File: src/shared/low_power_pkg.sv
/*
 * Shared constants and types of the low-power mode controller: register
 * offsets, field positions, reset values, delay defaults and carriers.
 * Assumes an 8-bit register port and a CPU core that reports its masks.
 */
package low_power_pkg;

	// Register offsets on the plain register port.
	localparam logic [3:0] CTRL_OFS   = 4'h0;
	localparam logic [3:0] STATUS_OFS = 4'h1;

	// Field positions inside the control register.
	localparam int DLY_BIT = 0;
	localparam int WDD_BIT = 1;
	localparam int ADC_BIT = 2;
	localparam int SPE_BIT = 3;
	localparam int TXE_BIT = 4;
	localparam int RXE_BIT = 5;

	// Control register after reset: only the restart delay is on.
	localparam logic [7:0] CTRL_RESET = 8'h01;

	// Size of the on-chip RAM that stop must retain.
	localparam int RAM_BYTES = 1024;

	// Default restart delay in oscillator cycles (plain default).
	localparam int RESTART_DELAY_DEF = 4064;

	// Control fields steered by software.
	typedef struct packed {
		logic       rx_enable;
		logic       tx_enable;
		logic       serial_periph_enable;
		logic       adc_power_up;
		logic       watchdog_disable;
		logic       restart_delay_enable;
	} ctrl_t;

	// Mask bits of the condition code register reported by the core.
	typedef struct packed {
		logic       stop_dis;
		logic       nmi_mask;
		logic       irq_mask;
	} condition_code_reg_t;

	// Clock and power gates driven toward the rest of the chip.
	typedef struct packed {
		logic       osc;
		logic       cpu;
		logic       timer;
		logic       adc;
		logic       spi;
		logic       sci_tx;
		logic       sci_rx;
	} gates_t;

	// Controller states.
	typedef enum logic [2:0] {
		ST_RUN,
		ST_STACK,
		ST_WAIT,
		ST_STOP,
		ST_DELAY
	} state_t;

	// What happens when a low-power condition ends.
	typedef enum logic [1:0] {
		CAUSE_RESUME,
		CAUSE_IRQ,
		CAUSE_NMI,
		CAUSE_RESET
	} cause_t;

endpackage : low_power_pkg

File: src/design/low_power_mode_control.sv
/*
 * Low-power mode controller: wait and stop conditions, wake-up, restart
 * delay and peripheral clock gating, plus a small register file.
 * Assumes the CPU core pulses the opcode inputs, does the stacking when
 * asked and reports its masks; pins arrive synchronous to clk_sys.
 */
// Strobed register access and the register offsets were chosen for this implementation.
`timescale 1ns/1ns
module low_power_mode_control
	import low_power_pkg::*;
#(
	parameter int RESTART_DELAY = RESTART_DELAY_DEF
)
(
	// Clock and power-on reset.
	input  wire logic                clk_sys,
	input  wire logic                rst,
	// Register port.
	input  wire logic [3:0]          reg_addr,
	input  wire logic [7:0]          reg_wdata,
	input  wire logic                reg_wr,
	input  wire logic                reg_rd,
	output logic      [7:0]          reg_rdata,
	// CPU core side.
	input  wire logic                wait_opcode,
	input  wire logic                stop_opcode,
	input  condition_code_reg_t      condition_code_reg,
	input  wire logic [15:0]         ccr_stack_addr,
	input  wire logic                stack_done,
	input  wire logic                ccr_stacked,
	input  wire logic                periph_irq,
	output logic                     stack_req,
	output logic                     stop_nop,
	output logic                     resume,
	output logic                     irq_service,
	output logic                     nmi_service,
	output logic                     set_mask_x,
	output logic                     set_mask_i,
	output logic                     core_reset,
	// Idle bus cycles during wait.
	output logic                     bus_rd,
	output logic      [15:0]         bus_addr,
	// Pins.
	input  wire logic                irq_n,
	input  wire logic                irq_edge_pend,
	input  wire logic                nmi_req_n,
	input  wire logic                reset_pin_n,
	// Gates toward clocks, power, RAM and pads.
	output gates_t                   gates,
	output logic                     ram_hold,
	output logic                     io_hold
);

	// A zero delay would wrap the counter load to 65535.
	if (RESTART_DELAY < 1 || RESTART_DELAY > 65535)
	begin : g_bad_delay
		$error("RESTART_DELAY must lie between 1 and 65535");
	end

	localparam logic [15:0] DELAY_LOAD = 16'(RESTART_DELAY - 1);

	state_t      state_q, state_d;     // Controller state.
	cause_t      cause_q, cause_d;     // Why the condition ends.
	logic [15:0] cnt_q, cnt_d;         // Restart delay counter.
	logic [15:0] addr_q, addr_d;       // Stacked flags address.
	logic        nmi_pend_q, nmi_pend_d; // Nmi service in progress.
	logic        irq_pend_q, irq_pend_d; // Irq service in progress.
	logic [6:0]  pulse_q, pulse_d;     // Registered one-cycle outputs.
	ctrl_t       ctrl_q, ctrl_d;       // Software control bits.
	logic [7:0]  rdata_q, rdata_d;     // Read data, one cycle late.
	logic        wake_wait;            // Unmasked interrupt seen in wait.
	logic        wake_irq;             // Maskable wake from stop.

	// Decode of unmasked sources; both pins are active low.
	always_comb
	begin
		wake_wait = (~nmi_req_n & ~condition_code_reg.nmi_mask) |
		            ((~irq_n | periph_irq) &
		             ~condition_code_reg.irq_mask);
		wake_irq  = (~irq_n | irq_edge_pend) &
		            ~condition_code_reg.irq_mask;
	end

	// Next state of the sequencer and its one-cycle outputs.
	always_comb
	begin
		state_d    = state_q;
		cause_d    = cause_q;
		cnt_d      = cnt_q;
		addr_d     = addr_q;
		nmi_pend_d = nmi_pend_q;
		irq_pend_d = irq_pend_q;
		pulse_d    = 7'h00;
		// Bit order from the top: stop_nop, resume, set_x, set_i, nmi,
		// irq, spare.
		if (ccr_stacked && nmi_pend_q)
		begin
			// Both masks rise once the flags are on the stack.
			pulse_d[4] = 1'b1;
			pulse_d[3] = 1'b1;
			nmi_pend_d = 1'b0;
		end
		else if (ccr_stacked && irq_pend_q)
		begin
			// A maskable service only raises its own mask.
			pulse_d[3] = 1'b1;
			irq_pend_d = 1'b0;
		end
		case (state_q)
			ST_RUN:
			begin
				if (wait_opcode)
				begin
					// Stacking comes first so that wake-up is fast.
					addr_d  = ccr_stack_addr;
					state_d = ST_STACK;
				end
				else if (stop_opcode && condition_code_reg.stop_dis)
				begin
					pulse_d[6] = 1'b1;
				end
				else if (stop_opcode)
				begin
					state_d = ST_STOP;
				end
			end
			ST_STACK:
			begin
				// The core pushes its registers while we hold here.
				if (stack_done)
				begin
					state_d = ST_WAIT;
				end
			end
			ST_WAIT:
			begin
				if (!reset_pin_n)
				begin
					state_d = ST_RUN;
				end
				else if (wake_wait)
				begin
					// Registers are already stacked, so go to service.
					state_d = ST_RUN;
					if (~nmi_req_n & ~condition_code_reg.nmi_mask)
					begin
						pulse_d[2] = 1'b1;
						nmi_pend_d = 1'b1;
					end
					else
					begin
						// The core is told to service the maskable request.
						pulse_d[1] = 1'b1;
						irq_pend_d = 1'b1;
					end
				end
			end
			ST_STOP:
			begin
				// Stop ends on a low pin level or a pending edge.
				if (!reset_pin_n)
				begin
					cause_d = CAUSE_RESET;
				end
				else if (!nmi_req_n)
				begin
					cause_d = condition_code_reg.nmi_mask ?
					          CAUSE_RESUME : CAUSE_NMI;
				end
				else if (wake_irq)
				begin
					cause_d = CAUSE_IRQ;
				end
				if (!reset_pin_n || !nmi_req_n || wake_irq)
				begin
					// A low reset pin always takes the delay, whatever the delay bit holds.
					cnt_d   = DELAY_LOAD;
					state_d = (ctrl_q.restart_delay_enable || !reset_pin_n)
					          ? ST_DELAY : ST_RUN;
				end
			end
			ST_DELAY:
			begin
				// Oscillator settles while the count runs down.
				if (cnt_q != 16'h0000)
				begin
					cnt_d = cnt_q - 16'h0001;
				end
				else
				begin
					state_d = ST_RUN;
				end
			end
			default:
			begin
				state_d = ST_RUN;
			end
		endcase
		// Leaving stop, directly or after the delay, tells the core how.
		if ((state_q == ST_STOP || state_q == ST_DELAY) &&
		    state_d == ST_RUN)
		begin
			case (cause_d)
				CAUSE_NMI:
				begin
					pulse_d[2] = 1'b1;
					nmi_pend_d = 1'b1;
				end
				CAUSE_IRQ:
				begin
					pulse_d[1]   = 1'b1;
					irq_pend_d   = 1'b1;
				end
				CAUSE_RESUME:
				begin
					pulse_d[5] = 1'b1;
				end
				default:
				begin
					pulse_d[0] = 1'b0;
				end
			endcase
		end
	end

	// Sequencer registers; power-on reset starts in the delay.
	always_ff @(posedge clk_sys or posedge rst)
	begin
		if (rst)
		begin
			state_q    <= ST_DELAY;
			cause_q    <= CAUSE_RESET;
			cnt_q      <= DELAY_LOAD;
			addr_q     <= 16'h0000;
			nmi_pend_q <= 1'b0;
			irq_pend_q <= 1'b0;
			pulse_q    <= 7'h00;
		end
		else
		begin
			state_q    <= state_d;
			cause_q    <= cause_d;
			cnt_q      <= cnt_d;
			addr_q     <= addr_d;
			nmi_pend_q <= nmi_pend_d;
			irq_pend_q <= irq_pend_d;
			pulse_q    <= pulse_d;
		end
	end

	// Register file: writes, reset pin reload and read data.
	always_comb
	begin
		ctrl_d  = ctrl_q;
		rdata_d = 8'h00;
		if (reg_wr && reg_addr == CTRL_OFS)
		begin
			ctrl_d = ctrl_t'(reg_wdata[5:0]);
		end
		// The reset pin wins over a write in the same cycle.
		if (!reset_pin_n)
		begin
			ctrl_d = ctrl_t'(CTRL_RESET[5:0]);
		end
		if (reg_rd && reg_addr == CTRL_OFS)
		begin
			rdata_d = {2'b00, ctrl_q};
		end
		else if (reg_rd && reg_addr == STATUS_OFS)
		begin
			rdata_d = {1'b0, nmi_pend_q, cause_q, 1'b0, state_q};
		end
	end

	// Register file storage.
	always_ff @(posedge clk_sys or posedge rst)
	begin
		if (rst)
		begin
			ctrl_q  <= ctrl_t'(CTRL_RESET[5:0]);
			rdata_q <= 8'h00;
		end
		else
		begin
			ctrl_q  <= ctrl_d;
			rdata_q <= rdata_d;
		end
	end

	// Gates and handshakes follow the registered state directly.
	always_comb
	begin
		gates.osc    = (state_q != ST_STOP);
		gates.cpu    = (state_q == ST_RUN) ||
		               (state_q == ST_STACK);
		gates.timer  = (state_q != ST_STOP) && (state_q != ST_DELAY) &&
		               !((state_q == ST_WAIT) &&
		                 condition_code_reg.irq_mask &&
		                 ctrl_q.watchdog_disable);
		gates.adc    = ctrl_q.adc_power_up && gates.osc;
		gates.spi    = ctrl_q.serial_periph_enable && gates.osc;
		gates.sci_tx = ctrl_q.tx_enable && gates.osc;
		gates.sci_rx = ctrl_q.rx_enable && gates.osc;
		// RAM clocks stop but its contents are never touched.
		ram_hold     = (state_q == ST_STOP);
		io_hold      = (state_q == ST_STOP) ||
		               ((state_q == ST_DELAY) &&
		                (cause_q != CAUSE_RESET));
		core_reset   = !reset_pin_n || ((state_q == ST_DELAY) &&
		               (cause_q == CAUSE_RESET));
		stack_req    = (state_q == ST_STACK);
		bus_rd       = (state_q == ST_WAIT);
		bus_addr     = addr_q;
		stop_nop     = pulse_q[6];
		resume       = pulse_q[5];
		irq_service  = pulse_q[1];
		nmi_service  = pulse_q[2];
		set_mask_x   = pulse_q[4];
		set_mask_i   = pulse_q[3];
		reg_rdata    = rdata_q;
	end
endmodule : low_power_mode_control

File: config.mk
export PLATFORM = sky130hd
export DESIGN_NAME = low_power_mode_control
export DESIGN_NICKNAME = d
export VERILOG_FILES = /design/src/shared/low_power_pkg.sv /design/src/design/low_power_mode_control.sv
export SDC_FILE = /design/constraint.sdc
export NUM_CORES = 1
export LEC_CHECK = 0
export ABC_AREA = 0
export BUFFER_PORTS_ARGS = -buffer_cell sky130_fd_sc_hd__buf_2
export CORE_ASPECT_RATIO = 1.5
export CORE_MARGIN = 5
export CORE_UTILIZATION = 40
export CTS_CLUSTER_DIAMETER = 150
export DETAILED_ROUTE_END_ITERATION = 8
export GPL_ROUTABILITY_DRIVEN = 0
export PLACE_DENSITY = 0.69
export SLEW_MARGIN = 30
export SYNTH_ARGS = -nofsm -noshare
export SYNTH_HDL_FRONTEND = slang
export SYNTH_SLANG_ARGS = --single-unit
export TNS_END_PERCENT = 50
File: constraint.sdc
create_clock -name clk_sys -period 1.9 [get_ports clk_sys]
set_input_delay 0.38 -clock clk_sys [delete_from_list [all_inputs] [get_ports clk_sys]]
set_output_delay 0.38 -clock clk_sys [all_outputs]
set_load 0.03 [all_outputs]
==> metrics.yaml <==
postSynth.topFlopCell: "dfrtp_1"
yosysWarnings: 0
crit-reg2reg-capture: "cnt_q[7]"
setup_violators_final: 4
finalHoldViolCount: 0
syn_area_mm2: 0.00282
core.rowCount: 37
wire_per_inst_um: 16.0
category_of_the_critical_setup_timing_path: "register to output port"
synthToLayoutAreaGrowth_pct: 44.0
cts-hold-fix-buffers: 0
ant_nets: 0
synth.top_cells.by_area: "dfrtp_1 (38%), dfstp_2 (14%), mux2_2 (6.4%)"
ys_types: 54
grt_start_max_net_pins: 59
crit_path_start_kind: "register"
crit_path_end: "io_hold"
synth_top_area_share_pct: 38.2
synthesis.nets: 306
run_status: "finished with violations"
root_buffer: "clkbuf_8"
floorplan.io_pins: 86
grt_pass1_wl_um: 12300
fin_crit_sh_pct: 104
antennaDiodeCount: 0
end_kind: "output port"
share_seq_of_total_power_pct: 39.8
final_net_count: 425
power-per-cell-area_mw_per_mm2: 1060
area_share_of_xor_xnor_cells_in_the_synthesized_design_pct: 1.87
globalRouteOverflowTotal: 0
yosys-mux-area-fraction_pct: 11.7
antenna_violations_before_repair: 0
vias: 2443
detail_route.drc_violations: 0
regToRegStartpoint: "state_q[2]"
max-clock-path-buffers: 2
drt_iter0_drc: 139
via_count_of_the_first_global_routing_pass: 2532
synth_enable_flop_cells: 0
crit_path_max_fanout: 3
internal_power_mw: 2.90
startpoint: "state_q[2]"
synth_top_cell_by_area: "dfrtp_1"
timing.reg2reg.setup_slack_ps: -30
rsz_0062_raised_after_global_routing: "yes"
p_leak_nw: 1.96
critical_path_arrival_ps: 1590
synth_seq_cells: 58
placement.cell_area_mm2: 0.00354
postSynthAreaPerCell_um2: 10.8
placeable_core_region_mm2: 0.00685
post_route_cells_drive_above_1_share_pct: 53.4
dr.pass1.iters: 4
vdd_drop_max_v: 0.000650
cts_num_sinks: 58
power_switching_mw: 1.39
yosys.cell_count.top_type: "dfrtp_1"
die_h_um: 113
ff2ff_path_depth: 6
detailed_place_hpwl_um: 5260
async_flop_share_pct: 100
power.combinational.fraction_pct: 28.4
syn-instance-count: 260
timing.final.max_slew_violations: 0
via_density: 5.29
timing.final.ws_setup_ps: -74.0
type_of_the_worst_min_delay_path: "primary input to asynchronous set/reset pin"
drv_cap: 0
cts_tree: "done"
cts_inserted_buffers: 9
main_combinational_cell_family_by_area_after_synthesis: "simple AND/OR/NAND/NOR gates"
clock_power_share_pct: 31.7
clk_latency_worst_skew_pair_ps: 340
synth_simple_gate_area_share_pct: 19.1
placed_cells: 438
finalWirelength_um: 7400
ys_top_cells_by_count: "dfrtp_1 (43), nor2_1 (26), mux2_2 (16), dfstp_2 (15), mux2i_1 (15)"
synth-compound-area-share_pct: 10.5
fin_crit_ps: 1970
die_width_um: 78.5
netSwitchingFraction_pct: 32.4
synth_adder_area_share_pct: 0.889
buffer_ports.inserted: 82
clock_skew_ps: 4.94
final_area_mm2: 0.00405
cts_htree_levels: 3
die_area_mm2: 0.00885
final_cell_count_no_fill: 462
clk_transition_reported_paths_ps: 70
critPathRequiredTime_ps: 1520
initial_util_pct: 41.1
synth.yosys.seq_area_share_pct: 52.2
achievable_freq_mhz: 507
violated_checks: "setup timing"
globalRouteTotalUtil_pct: 17.9
## sequential cells by signal, indices dropped and copies added (netlist names), 2 cells and up
register	count
cause_q	2
cnt_q	16
pulse_q	6
ctrl_q	6
bus_addr	16
state_q	3
reg_rdata	7
## layer usage
metal | vias to the layer above | wire, um | GRT usage [%]
li1 | 1159 | - | -
met1 | 1221 | 2730 | 19.2
met2 | 43 | 4190 | 32.4
met3 | 20 | 285 | 4.46
met4 | 0 | 192 | 8.28
met5 | - | 0 | 0
## per-stage QoR
stage                     setup slack, ps  hold WS, ps  total power, mW  setup TNS [ps]  util [%]
after floorplan                     -21.3          445             2.48           -24.5         -
after global placement               -104          459             2.85            -159      51.6
after detailed placement            -74.8          464             2.88            -262      51.6
after CTS                           -99.2         87.6             4.27            -242      57.6
after global routing                 -114          112             4.51            -887      59.1
final                               -74.0         84.3             4.29            -152      59.1
## critical path, cell delays in order, from the launching register on
cell and delay [ps]:
dfstp_2 550, or3b_4 410, o21ai_4 150, buf_6 150
## power by group through the flow
stage,sequential (mW),clock (mW),combinational [mW]
after floorplan,2.07,0,0.402
after global placement,1.71,0,1.14
after detailed placement,1.72,0,1.16
after CTS,1.70,1.40,1.17
after global routing,1.75,1.45,1.31
final,1.71,1.36,1.22
## worst min-delay path by stage
stage | from | end
5_1_grt | rst | cnt_q[12]
3_5_place_dp | rst | bus_addr[14]
6_report | rst | pulse_q[6]
3_3_place_gp | rst | bus_addr[0]
4_1_cts | rst | bus_addr[6]
2_1_floorplan | irq_pend_q | pulse_q[3]
## cell type report
| type | count | area [um^2] |
|---|---|---|
| Fill cell | 585 | 2800 |
| Sequential cell | 58 | 1470 |
| Multi-Input combinational cell | 179 | 1430 |
| Timing Repair Buffer | 118 | 756 |
| Clock buffer | 10 | 128 |
| Clock inverter | 6 | 105 |
| Tap cell | 78 | 97.6 |
| Inverter | 13 | 66.3 |
## cells by family (layout without fill, tap and decap cells)
kind of cell	count (synthesis)	count (layout)
xor+xnor	6	6
other cells	1	1
flops	58	58
fa+ha+maj	2	2
compound gates	42	42
mux	31	31
simple gates	97	97
buf+inv	23	147
## cell usage in the layout (no fill, tap or decap), drive strengths merged, types with 8 or more instances in the layout
cell	synthesis	routed
a21oi	8	8
buf	5	117
clkbuf	5	11
dfrtp	43	43
dfstp	15	15
inv	12	12
mux2	16	16
mux2i	15	15
nand2	13	13
nor2	26	26
nor2b	11	11
nor3	10	10
o21ai	9	9
## what timing repair did
action / 4_1_cts / 5_1_grt
cloned: 0 / 0
pin swaps: 8 / 10
setup buffers: 7 / 5
resized for setup: 34 / 24
setup endpoints to repair: 22 / 26
Power figures use the tool's default switching activity.
